`src/hdl/ciw_map.svh`:
```
// register map and constants of the card i/o window offset bank
// assumes: included by the package, the offset bank and the bench by bare name
`ifndef CIW_MAP_SVH
`define CIW_MAP_SVH

// bus geometry
`define CIW_AXI_AW         12
`define CIW_IDX_W          10

// printed register indexes; byte address is four times the index
`define CIW_IDX_W0_OFF_LO  10'h036
`define CIW_IDX_W0_OFF_HI  10'h037
`define CIW_IDX_W1_OFF_LO  10'h038
`define CIW_IDX_W1_OFF_HI  10'h039

// window compare and status registers
`define CIW_IDX_W0_START   10'h040
`define CIW_IDX_W0_END     10'h041
`define CIW_IDX_W1_START   10'h042
`define CIW_IDX_W1_END     10'h043
`define CIW_IDX_STATUS     10'h044

// field positions of the status word
`define CIW_ST_ADDR_LSB    0
`define CIW_ST_HIT_LSB     16
`define CIW_ST_WIN_BIT     18

// reset values
`define CIW_OFF_RST        8'h00
`define CIW_START_RST      16'h0000
`define CIW_END_RST        16'h0000

// bus responses
`define CIW_RESP_OKAY      2'h0
`define CIW_RESP_SLVERR    2'h2

// window count
`define CIW_NWIN           2

`endif

```
`src/hdl/ciw_pkg.sv`:
```
// types of the card i/o window offset bank
// assumes: ciw_map.svh on the include path
`include "ciw_map.svh"

package ciw_pkg;

   typedef logic [`CIW_NWIN-1:0][7:0]  ciw_byte_arr_t;
   typedef logic [`CIW_NWIN-1:0][15:0] ciw_word_arr_t;

   typedef struct packed {
      logic                    aw_full;
      logic [`CIW_AXI_AW-1:0]  awaddr;
      logic                    w_full;
      logic [31:0]             wdata;
      logic [3:0]              wstrb;
      logic                    awready;
      logic                    wready;
      logic                    bvalid;
      logic [1:0]              bresp;
      logic                    arready;
      logic                    rvalid;
      logic [31:0]             rdata;
      logic [1:0]              rresp;
      ciw_byte_arr_t           off_lo;
      ciw_byte_arr_t           off_hi;
      ciw_word_arr_t           win_start;
      ciw_word_arr_t           win_end;
      logic                    xlat_valid;
      logic [`CIW_NWIN-1:0]    xlat_hit;
      logic                    xlat_win;
      logic [15:0]             xlat_addr;
   } ciw_state_t;

endpackage : ciw_pkg

```
`src/hdl/ciw_offset_bank.sv`:
```
// card i/o window offset bank with axi4-lite register access
// assumes: one clock aclk, synchronous active-low aresetn,
// io request from logic on the same clock
`timescale 1ns/1ps
`default_nettype none
`include "ciw_map.svh"

// Behaviour
// - an i/o access inside a window gets the card address host address plus that window's 16-bit offset.
// - index 36h is window 0 low offset byte and 38h window 1 low offset byte, bits 7-1 holding offset 7-1.
// - index 37h is window 0 offset bits 15-8 and 39h window 1 offset bits 15-8, all read/write.
// - each of the two i/o windows has its own independent, identical offset register pair.
// - an access goes to a window only when start address <= address <= end address.
module ciw_offset_bank (
   // clock, reset, enable
   input  wire logic                   aclk,
   input  wire logic                   aresetn,
   input  wire logic                   ce,
   // axi4-lite write address
   input  wire logic [`CIW_AXI_AW-1:0] s_axi_awaddr,
   input  wire logic [2:0]             s_axi_awprot,
   input  wire logic                   s_axi_awvalid,
   output logic                        s_axi_awready,
   // axi4-lite write data
   input  wire logic [31:0]            s_axi_wdata,
   input  wire logic [3:0]             s_axi_wstrb,
   input  wire logic                   s_axi_wvalid,
   output logic                        s_axi_wready,
   // axi4-lite write response
   output logic [1:0]                  s_axi_bresp,
   output logic                        s_axi_bvalid,
   input  wire logic                   s_axi_bready,
   // axi4-lite read address
   input  wire logic [`CIW_AXI_AW-1:0] s_axi_araddr,
   input  wire logic [2:0]             s_axi_arprot,
   input  wire logic                   s_axi_arvalid,
   output logic                        s_axi_arready,
   // axi4-lite read data
   output logic [31:0]                 s_axi_rdata,
   output logic [1:0]                  s_axi_rresp,
   output logic                        s_axi_rvalid,
   input  wire logic                   s_axi_rready,
   // host i/o request
   input  wire logic                   io_req,
   input  wire logic [15:0]            io_addr,
   // translated card i/o access
   output logic                        xlat_valid,
   output logic [`CIW_NWIN-1:0]        xlat_hit,
   output logic                        xlat_win,
   output logic [15:0]                 xlat_addr
);

   // ************************************************************
   // state
   // ************************************************************
   localparam ciw_pkg::ciw_state_t ST_RST = '{default: '0};

   ciw_pkg::ciw_state_t st_reg;
   ciw_pkg::ciw_state_t st_next;

   logic [`CIW_NWIN-1:0]       win_hit;
   logic [`CIW_NWIN-1:0][15:0] win_card;
   logic [`CIW_NWIN-1:0][15:0] win_off;
   logic                       do_write;
   logic [`CIW_IDX_W-1:0]      aw_idx;
   logic [`CIW_IDX_W-1:0]      ar_idx;
   logic                       prot_unused;

   assign prot_unused = ^{s_axi_awprot, s_axi_arprot};
   assign aw_idx      = st_reg.awaddr[`CIW_AXI_AW-1:2];
   assign ar_idx      = s_axi_araddr[`CIW_AXI_AW-1:2];
   // response held back until both halves are in
   assign do_write    = st_reg.aw_full && st_reg.w_full && !st_reg.bvalid;

   // ************************************************************
   // windows
   // ************************************************************
   for (genvar i = 0; i < `CIW_NWIN; i++) begin : g_win
      // bit 0 of the low byte is used as stored, software keeps it zero
      assign win_off[i] = {st_reg.off_hi[i], st_reg.off_lo[i]};

      ciw_io_window u_win (
         .win_start  (st_reg.win_start[i]),
         .win_end    (st_reg.win_end[i]),
         .win_offset (win_off[i]),
         .host_addr  (io_addr),
         .hit        (win_hit[i]),
         .card_addr  (win_card[i])
      );
   end

   // ************************************************************
   // next state
   // ************************************************************
   always_comb begin
      st_next            = st_reg;
      st_next.xlat_valid = 1'b0;

      // write channels, taken in either order
      if (s_axi_awvalid && st_reg.awready) begin
         st_next.aw_full = 1'b1;
         st_next.awaddr  = s_axi_awaddr;
      end
      if (s_axi_wvalid && st_reg.wready) begin
         st_next.w_full = 1'b1;
         st_next.wdata  = s_axi_wdata;
         st_next.wstrb  = s_axi_wstrb;
      end
      if (st_reg.bvalid && s_axi_bready) begin
         st_next.bvalid = 1'b0;
      end

      if (do_write) begin
         st_next.aw_full = 1'b0;
         st_next.w_full  = 1'b0;
         st_next.bvalid  = 1'b1;
         st_next.bresp   = `CIW_RESP_OKAY;
         unique case (aw_idx)
            `CIW_IDX_W0_OFF_LO: begin
               if (st_reg.wstrb[0]) st_next.off_lo[0] = st_reg.wdata[7:0];
            end
            `CIW_IDX_W1_OFF_LO: begin
               if (st_reg.wstrb[0]) st_next.off_lo[1] = st_reg.wdata[7:0];
            end
            `CIW_IDX_W0_OFF_HI: begin
               if (st_reg.wstrb[0]) st_next.off_hi[0] = st_reg.wdata[7:0];
            end
            `CIW_IDX_W1_OFF_HI: begin
               if (st_reg.wstrb[0]) st_next.off_hi[1] = st_reg.wdata[7:0];
            end
            `CIW_IDX_W0_START: begin
               if (st_reg.wstrb[0]) st_next.win_start[0][7:0]  = st_reg.wdata[7:0];
               if (st_reg.wstrb[1]) st_next.win_start[0][15:8] = st_reg.wdata[15:8];
            end
            `CIW_IDX_W0_END: begin
               if (st_reg.wstrb[0]) st_next.win_end[0][7:0]  = st_reg.wdata[7:0];
               if (st_reg.wstrb[1]) st_next.win_end[0][15:8] = st_reg.wdata[15:8];
            end
            `CIW_IDX_W1_START: begin
               if (st_reg.wstrb[0]) st_next.win_start[1][7:0]  = st_reg.wdata[7:0];
               if (st_reg.wstrb[1]) st_next.win_start[1][15:8] = st_reg.wdata[15:8];
            end
            `CIW_IDX_W1_END: begin
               if (st_reg.wstrb[0]) st_next.win_end[1][7:0]  = st_reg.wdata[7:0];
               if (st_reg.wstrb[1]) st_next.win_end[1][15:8] = st_reg.wdata[15:8];
            end
            // status is read-only: write accepted, nothing changes
            `CIW_IDX_STATUS: begin
               st_next.bresp = `CIW_RESP_OKAY;
            end
            default: begin
               st_next.bresp = `CIW_RESP_SLVERR;
            end
         endcase
      end
      // one write in flight at a time
      st_next.awready = !st_next.aw_full && !st_next.bvalid;
      st_next.wready  = !st_next.w_full && !st_next.bvalid;

      // read channel
      if (st_reg.rvalid && s_axi_rready) begin
         st_next.rvalid = 1'b0;
      end
      if (s_axi_arvalid && st_reg.arready) begin
         st_next.rvalid = 1'b1;
         st_next.rdata  = 32'h0000_0000;
         st_next.rresp  = `CIW_RESP_OKAY;
         unique case (ar_idx)
            `CIW_IDX_W0_OFF_LO: st_next.rdata[7:0]  = st_reg.off_lo[0];
            `CIW_IDX_W1_OFF_LO: st_next.rdata[7:0]  = st_reg.off_lo[1];
            `CIW_IDX_W0_OFF_HI: st_next.rdata[7:0]  = st_reg.off_hi[0];
            `CIW_IDX_W1_OFF_HI: st_next.rdata[7:0]  = st_reg.off_hi[1];
            `CIW_IDX_W0_START:  st_next.rdata[15:0] = st_reg.win_start[0];
            `CIW_IDX_W0_END:    st_next.rdata[15:0] = st_reg.win_end[0];
            `CIW_IDX_W1_START:  st_next.rdata[15:0] = st_reg.win_start[1];
            `CIW_IDX_W1_END:    st_next.rdata[15:0] = st_reg.win_end[1];
            `CIW_IDX_STATUS: begin
               st_next.rdata[`CIW_ST_ADDR_LSB +: 16]       = st_reg.xlat_addr;
               st_next.rdata[`CIW_ST_HIT_LSB +: `CIW_NWIN] = st_reg.xlat_hit;
               st_next.rdata[`CIW_ST_WIN_BIT]              = st_reg.xlat_win;
            end
            default:            st_next.rresp = `CIW_RESP_SLVERR;
         endcase
      end
      st_next.arready = !st_next.rvalid;

      // translation; overlapping windows are a setup error, window 0 wins
      if (io_req) begin
         st_next.xlat_valid = 1'b1;
         st_next.xlat_hit   = win_hit;
         st_next.xlat_win   = !win_hit[0] && win_hit[1];
         if (win_hit[0]) begin
            st_next.xlat_addr = win_card[0];
         end else if (win_hit[1]) begin
            st_next.xlat_addr = win_card[1];
         end else begin
            st_next.xlat_addr = io_addr;
         end
      end
   end

   // ************************************************************
   // register
   // ************************************************************
   always_ff @(posedge aclk) begin
      if (!aresetn) begin
         st_reg <= ST_RST;
      end else if (ce) begin
         st_reg <= st_next;
      end
   end

   assign s_axi_awready = st_reg.awready;
   assign s_axi_wready  = st_reg.wready;
   assign s_axi_bvalid  = st_reg.bvalid;
   assign s_axi_bresp   = st_reg.bresp;
   assign s_axi_arready = st_reg.arready;
   assign s_axi_rvalid  = st_reg.rvalid;
   assign s_axi_rdata   = st_reg.rdata;
   assign s_axi_rresp   = st_reg.rresp;
   assign xlat_valid    = st_reg.xlat_valid;
   assign xlat_hit      = st_reg.xlat_hit;
   assign xlat_win      = st_reg.xlat_win;
   assign xlat_addr     = st_reg.xlat_addr;
endmodule : ciw_offset_bank

`default_nettype wire

```
`src/hdl/ciw_io_window.sv`:
```
// one i/o window: range compare and offset addition
// assumes: purely combinational, registered by the instantiating bank
`timescale 1ns/1ps
`default_nettype none

module ciw_io_window (
   // window settings
   input  wire logic [15:0] win_start,
   input  wire logic [15:0] win_end,
   input  wire logic [15:0] win_offset,
   // host side
   input  wire logic [15:0] host_addr,
   // result
   output logic             hit,
   output logic [15:0]      card_addr
);

   // inclusive at both ends
   assign hit       = (host_addr >= win_start) && (host_addr <= win_end);
   // carry out of bit 15 dropped on purpose
   assign card_addr = 16'(host_addr + win_offset);

endmodule : ciw_io_window

`default_nettype wire

```
`config.mk`:
```
export PLATFORM = sky130hd
export DESIGN_NAME = ciw_offset_bank
export DESIGN_NICKNAME = d
export VERILOG_FILES = /design/src/hdl/ciw_pkg.sv /design/src/hdl/ciw_offset_bank.sv /design/src/hdl/ciw_io_window.sv
export VERILOG_INCLUDE_DIRS = /design/src /design/src/hdl
export SDC_FILE = /design/constraint.sdc
export NUM_CORES = 1
export LEC_CHECK = 0
export BUFFER_PORTS_ARGS = -buffer_cell sky130_fd_sc_hd__buf_4
export CORE_MARGIN = 4
export CORE_UTILIZATION = 58
export DETAILED_ROUTE_END_ITERATION = 10
export PLACE_DENSITY = 0.87
export SLEW_MARGIN = 20
export SYNTH_ARGS = -nofsm -noshare
export SYNTH_HDL_FRONTEND = slang
export SYNTH_SLANG_ARGS = --single-unit
export TNS_END_PERCENT = 30
```
`constraint.sdc`:
```
create_clock -name aclk -period 3.2 [get_ports aclk]
set_input_delay 0 -clock aclk [delete_from_list [all_inputs] [get_ports aclk]]
set_output_delay 0 -clock aclk [all_outputs]
set_load 0.02 [all_outputs]
```
# Yosys cells after proc, flatten, opt, wreduce, memory -nomap -nowiden
# Cells that the tools add are included.
totals:
  word_cells: 106
  ff_bits: 194
classes:
  mux: 16
  reduce_logical: 37
  magnitude_cmp: 4
  n_addsub: 2
  eq_ne: 18
op_table:
  columns: ["cell", "count"]
  rows:
  - ["$eq A10 B7 Y1 const B", 10]
  - ["$eq A10 B6 Y1 const B", 8]
  - ["$pmux W8 S9", 1]
  - ["$reduce_and A4 Y1", 12]
  - ["$pmux W8 S5", 1]
  - ["$mux W37", 1]
  - ["$mux W35", 1]
  - ["$add A16 B16 Y16", 2]
  - ["$ge A16 B16 Y1", 2]
  - ["$le A16 B16 Y1", 2]
  - ["$mux W16", 2]
  - ["$mux W20", 1]
  - ["$reduce_or A9 Y1", 2]
  - ["$mux W13", 1]
  - ["$logic_and A1 B1 Y1", 12]
  - ["$reduce_and A2 Y1", 5]
  - ["$logic_not A1 Y1", 6]
  - ["$mux W3", 2]
  - ["$mux W1", 4]
  - ["$mux W2", 2]

# Depth between registers and ports, before layout
# Gate-level depths: netlist of run 1.
logic_depth:
  depth_word: 6
  ltp_mapped: 12
  ltp_nobuf: 12

# Modules after synthesis
# Synthesis of run 1 repeated with hierarchy kept, for this count alone.
hier_totals:
  hier_cells: 1397
  hier_area_um2: 11384.7
by_module_without_submodules:
  columns: ["module", "cells_each", "n_inst", "area_each_um2", "seq_area_each_um2"]
  rows:
  - ["ciw_offset_bank", 1015, 1, 8436.8, 3443.3]
  - ["ciw_io_window", 191, 2, 1473.9, 0.0]

# Worst setup path before layout of run 1
# No wires, ideal clock.
synth_path:
  path_type: "register -> register"
  from: "reg st_reg[49] (netlist bit)"
  to: "reg st_reg, in the netlist xlat_addr[2]"
  setup_ns: 0.127
  path_stages_with_launch: 11
  n_path_buf: 0
  path_slack_ns: 0.766
  arrival_time_ns: 2.308
  path_cell_list: "dfxtp_1 > inv_1 > ha_1 > a21o_1 > a21o_1 > a221oi_2 > o21ai_2 > a211oi_4 > mux2_2 > o21ai_0 > o21ai_0"
synth_via:
  elab_chain_len: 4
synth_rtl:
  columns: ["item", "line_no", "rtl"]
  rows:
  - ["from (decl)", "ciw_offset_bank.sv:58", "ciw_pkg::ciw_state_t st_reg;"]
  - ["from (signal assigned)", "ciw_offset_bank.sv:209", "st_reg <= st_next;"]
  - ["$le A16 B16 Y1", "ciw_io_window.sv:19", "assign hit = (host_addr >= win_start) && (host_addr <= win_end);"]
  - ["$logic_and A1 B1 Y1", "ciw_io_window.sv:19", null]
  - ["$mux W16", "ciw_offset_bank.sv:194", "end else if (win_hit[1]) begin"]
  - ["$mux W16", "ciw_offset_bank.sv:192", "if (win_hit[0]) begin"]
# No other way between the ends.
# A chain may end at the register's enable or synchronous reset.

# Worst setup path in the final report of run 1
layout_path:
  from: "reg st_reg[75] (netlist bit)"
  to: "reg st_reg, in the netlist xlat_addr[6]"
layout_via:
  elab_chain_len: 4
layout_rtl:
  columns: ["item", "line_no"]
  rows:
  - ["$ge A16 B16 Y1", "ciw_io_window.sv:19"]
  - ["$logic_and A1 B1 Y1", "ciw_io_window.sv:19"]
  - ["$mux W16", "ciw_offset_bank.sv:194"]
  - ["$mux W16", "ciw_offset_bank.sv:192"]
# No other way between the ends.

==> results.yml, run 1 <==
status:
  outcome: "complete, no violations"
timing:
  relSlewSlack: 0.273
  worst-slew-pin-transition_ns: 1.08
  setup_slack_ns: 0.376
  rsz0062_at_grt: "false"
  fin_hold_ws_ns: 0.0169
  fin_setup_tns_ns: 0
  maxSlewViolCount: 0
  finalCriticalPeriod_ns: 2.82
  setup_viol: 0
  fmax_mhz: 354
  post-route-period-util: 0.883
  fin_skew_ns: 0.00710
  hold_viol: 0
routing:
  drc: 0
  initialDrtViolationCount: 1170
  wl_per_cell_microns: 18.8
  vias_per_cell: 6.05
  wl_mm: 29.8
  antenna_left: 0
  num_vias: 9586
  detail_route.first_pass.iterations: 5
worst_setup_path:
  regToRegSetupSlack_ns: 0.38
  critPathRequiredTime_ns: 3.50
  endpoint_kind: "flop"
  r2r-start: "st_reg[75]$_SDFFE_PN0P_"
  critPathMaxFanout: 19
  crit_type: "flop to flop"
  crit_start: "st_reg[75]$_SDFFE_PN0P_"
  crit_path_start_kind: "flop"
  arrival_ns: 3.13
clocking:
  clock_path_buffers: 2
  cts.repair_timing.setup_buffer_count: 0
  cts_tree: "done"
  clk_latency_ns: 0.43
  cts_buffers: 17
  cts_sinks: 172
  cts.clk_slew.worst_paths_ns: 0.07
  cts_resized: 0
  root_buffer: "clkbuf_16"
  cts_max_level: 4
  hold_buffers: 38
run:
  drv_cap: 0
worst_hold_path:
  hp-start: "ce"
  hp-class: "primary input to flop"
pwr:
  p_leak_nw: 4.84
  power.density_nw_per_um2: 422
  peakVddDrop_mv: 0.404
  total_power_mw: 5.12
layout:
  layout.cells.non_filler: 1585
  utilization: 0.694
  drive_gt1_frac: 0.134
  syn_to_final_growth_pct: 15.9
  fin_nets: 1535
  design_area_sq_um: 12100
  largest_reg_flops: 116
  num-fill-cells: 1344
  antenna_cells: 0
synth:
  ys_warn_count: 0
  yosysMostFrequentCell: "dfxtp_1"
  async_flop_share: 0
  yosys.area.top_type_share: 0.329
  avgSynthCellArea_sq_um: 8.28
  yosysUniqueCellTypes: 66
  ys_seq_elements: 172
  synthCells: 1265
  synth_edf_count: 0
  synthTopCellsByArea: "dfxtp_1 33%, ha_1 11%, mux2i_1 9.3%"
  synth_top_area_cell: "dfxtp_1"
  synth_ff_type: "dfxtp_1"
  syn_area_sq_um: 10500
  synthTopCellsByCount: "172 x dfxtp_1, 153 x nand2_1, 135 x nor2_1, 107 x a21oi_1, 97 x mux2i_1"
  ys_seq_area_frac: 0.329
die:
  io_pins: 152
  coreArea_sq_um: 17500
  num_rows: 48
  die_area_sq_um: 20300
  die_h_microns: 142
  initial_core_util: 0.599
  die_w_microns: 142
place:
  dpl_worst_slack_ns: 0.403
  place_inst: 1516
  dpl_cell_area_sq_um: 11100
  gp_congestion: 0.947
  port_buffers: 108
  hpwl_mm: 21.8
grt:
  grt_usage: 0.289
  grt_max_degree: 88
  antenna_found_initial: 0
  grt-ovfl-total: 0
  grt_pass1_vias: 9195
  grt_first_pass_wirelength_mm: 46.8
## where the power goes
part	switching, mW	internal, mW
Combinational	0.316	0.243
Sequential	0.0441	2.17
Clock	0.873	1.47
## critical path: stages, from the launching register on
cell and delay (ns):
dfxtp_1 0.39, inv_1 0.06, ha_1 0.30, nand2_1 0.07, nor3_1 0.19, a21oi_1 0.13
o21ai_0 0.25, a31oi_1 0.16, a211oi_4 0.17, buf_4 0.31, mux2_2 0.38, o21ai_0 0.16
o21ai_0 0.10
## worst paths after layout
path         cells after the start                         to
min reg2reg                      2     aw_idx[8]$_SDFFE_PN0P_
min                              4  s_axi_bvalid$_SDFFE_PN0P_
max reg2reg                     12  xlat_addr[6]$_SDFFE_PN0P_
max                             12  xlat_addr[6]$_SDFFE_PN0P_
## layer usage
layer	routed length, microns	track usage	vias up
li1	-	-	4542
met1	12100	0.371	4502
met2	13800	0.474	472
met3	2870	0.0652	70
met4	954	0.113	0
met5	0	0	-
## cells by family after synthesis
family          share of synthesized area
compound gates                      0.176
xor+xnor                           0.0184
fa+ha+maj                           0.116
buf+inv                            0.0863
flops                               0.329
mux                                 0.102
other cells                      0.000358
simple gates                        0.172
## final cells by class
cell class	count	area, sq um	share of cell area
inverter	77	292	0.0240
multi-input combinational	923	6180	0.509
tap	225	282	0.0232
timing repair buffer	157	1290	0.106
sequential	172	3440	0.284
clock inverter	10	215	0.0177
clock buffer	21	440	0.0363
## layout by cell type (no fill, tap or decap), types with 8 or more instances in the layout
cell	instances
nand2b_1	11
dfxtp_1	172
nand2_1	153
nor2_1	135
nor3_1	16
nand3_1	21
a31oi_1	17
a21o_1	16
dlygate4sd3_1	38
mux2i_1	97
buf_4	118
a22o_1	8
a211oi_1	10
a21oi_1	107
a22oi_1	9
mux2_2	9
inv_1	76
nand4_1	9
a222oi_1	8
conb_1	15
a221oi_1	18
and3_1	8
clkbuf_16	17
o21ai_0	58
or3_1	10
xnor2_1	15
ha_1	94
(Power assumes the default switching activity.)
==> run 2, diff against run 1 <==
- BUFFER_PORTS_ARGS: -buffer_cell sky130_fd_sc_hd__buf_4 -> default
- CORE_UTILIZATION: 58 -> 60
- DONT_BUFFER_PORTS: default -> 1
- PLACE_DENSITY: 0.87 -> 0.82
==> results.yml, run 2 (synthesis results as in run 1) <==
status:
  outcome: "complete, no violations"
run:
  drv_cap: 0
routing:
  initialDrtViolationCount: 1011
  num_vias: 9168
  vias_per_cell: 6.15
  detail_route.first_pass.iterations: 9
  antenna_left: 0
  wl_per_cell_microns: 19.7
  drc: 0
  wl_mm: 29.3
layout:
  drive_gt1_frac: 0.0616
  final_common_cell: "dfxtp_1"
  final_cell_mix: "172 x dfxtp_1, 153 x nand2_1, 135 x nor2_1"
  syn_to_final_growth_pct: 8.89
  layout.cells.non_filler: 1491
  fin_nets: 1440
  utilization: 0.664
  design_area_sq_um: 11400
  antenna_cells: 0
  largest_reg_flops: 116
worst_setup_path:
  r2r-start: "st_reg[108]$_SDFFE_PN0P_"
  crit_slowest_cell: "o41ai_1"
  endpoint_kind: "flop"
  cp_top_family: "compound AO/OA/AOI/OAI gates"
  arrival_ns: 3.16
  critPathRequiredTime_ns: 3.53
  cpPeakStageDelay_ns: 0.46
  crit_start: "st_reg[108]$_SDFFE_PN0P_"
  critPathBufInv: 1
  crit_path_start_kind: "flop"
  critPathMaxFanout: 3
  crit_type: "flop to flop"
  path_cells: "ha_1, inv_1, fa_1, nor2b_1, o21a_1, o21ai_0, a21oi_1, o41ai_1, o21ai_0, a31oi_1, xor2_1, a21oi_1"
die:
  coreArea_sq_um: 17200
  io_pins: 152
  die_area_sq_um: 19600
  die_h_microns: 140
  initial_core_util: 0.610
  num_rows: 48
  die_w_microns: 140
timing:
  maxSlewViolCount: 0
  setup_slack_ns: 0.367
  setup_viol: 0
  relSlewSlack: 0.466
  fin_skew_ns: 0.0111
  finalCriticalPeriod_ns: 2.83
  fin_hold_ws_ns: 0.0130
  worst-slew-pin-transition_ns: 0.799
  fmax_mhz: 353
  rsz0062_at_grt: "false"
  fin_setup_tns_ns: 0
  hold_viol: 0
  post-route-period-util: 0.885
clocking:
  clock_path_buffers: 2
  cts_buffers: 17
  cts_sinks: 172
  cts_resized: 0
  cts.clk_slew.worst_paths_ns: 0.07
  cts_tree: "done"
  root_buffer: "clkbuf_16"
  cts_max_level: 4
  clk_latency_ns: 0.44
  cts.repair_timing.setup_buffer_count: 0
pwr:
  p_int_mw: 3.59
  combPwrFrac: 0.084
  p_clk_frac: 0.447
  power.share.switching: 0.252
  total_power_mw: 4.79
  power.density_nw_per_um2: 420
  p_switching_mw: 1.21
  power_frac_seq: 0.469
  p_leak_nw: 4.33
  peakVddDrop_mv: 0.440
place:
  port_buffers: 0
  dpl_worst_slack_ns: 0.414
  hpwl_mm: 21.5
  gp_congestion: 0.954
  dpl_cell_area_sq_um: 10300
  place_inst: 1409
worst_hold_path:
  hp-class: "primary input to flop"
  hp-start: "aresetn"
grt:
  grt_max_degree: 80
  grt-ovfl-total: 0
  antenna_found_initial: 0
  grt_pass1_vias: 9042
  grt_usage: 0.298
  grt_first_pass_wirelength_mm: 46.8
[run 2: cell count changes in the layout (fill, tap and decap cells not counted)]
cell,delta
inv_6,+3
clkinv_2,+1
buf_2,+1
clkinv_4,-1
o41ai_4,+1
clkinvlp_4,+2
o41ai_2,-1
clkbuf_1,-1
dlygate4sd3_1,+11
bufinv_16,-3
buf_4,-107
[run 2: worst register-to-register path, stage by stage, from the launching register on]
cell	delay [ns]
dfxtp_1	0.34
ha_1	0.22
inv_1	0.07
fa_1	0.21
nor2b_1	0.06
o21a_1	0.18
o21ai_0	0.26
a21oi_1	0.15
o41ai_1	0.46
o21ai_0	0.29
a31oi_1	0.25
xor2_1	0.16
a21oi_1	0.07
[run 2: what timing repair did]
| item | CTS | global route |
|---|---|---|
| hold buffers | 50 | 0 |
| hold endpoints to repair | 80 | 0 |
| endpoints found under the setup margin | 0 | 0 |
[run 2: power groups by stage]
| stage | clock, mW | sequential, mW | combinational (mW) |
|---|---|---|---|
| after floorplan | 0 | 2.25 | 0.351 |
| after global placement | 0 | 2.29 | 0.320 |
| after detailed placement | 0 | 2.30 | 0.334 |
| after CTS | 2.15 | 2.25 | 0.398 |
| after global routing | 2.24 | 2.25 | 0.450 |
| final | 2.14 | 2.25 | 0.403 |
[run 2: metal layers]
metal | global-route usage | routed length [microns] | vias to the layer above
li1 | - | - | 4358
met4 | 0.114 | 1020 | 0
met2 | 0.479 | 13400 | 458
met3 | 0.0785 | 2990 | 79
met1 | 0.385 | 11900 | 4273
met5 | 0 | 0 | -
[run 2: path summary, 6_finish.rpt]
| kind | to | slack (ns) | cells after the start |
|---|---|---|---|
| max | xlat_addr[14]$_SDFFE_PN0P_ | 0.37 | 12 |
| min | xlat_addr[4]$_SDFFE_PN0P_ | 0.01 | 2 |
| max reg2reg | xlat_addr[14]$_SDFFE_PN0P_ | 0.37 | 12 |
| min reg2reg | aw_idx[7]$_SDFFE_PN0P_ | 0.47 | 2 |
[run 2: final cells by class]
cell class | instances | area [sq um]
clock buffer | 20 | 437
clock inverter | 12 | 163
fill | 1425 | 5780
inverter | 77 | 292
multi-input combinational | 923 | 6190
sequential | 172 | 3440
tap | 225 | 282
timing repair buffer | 62 | 598
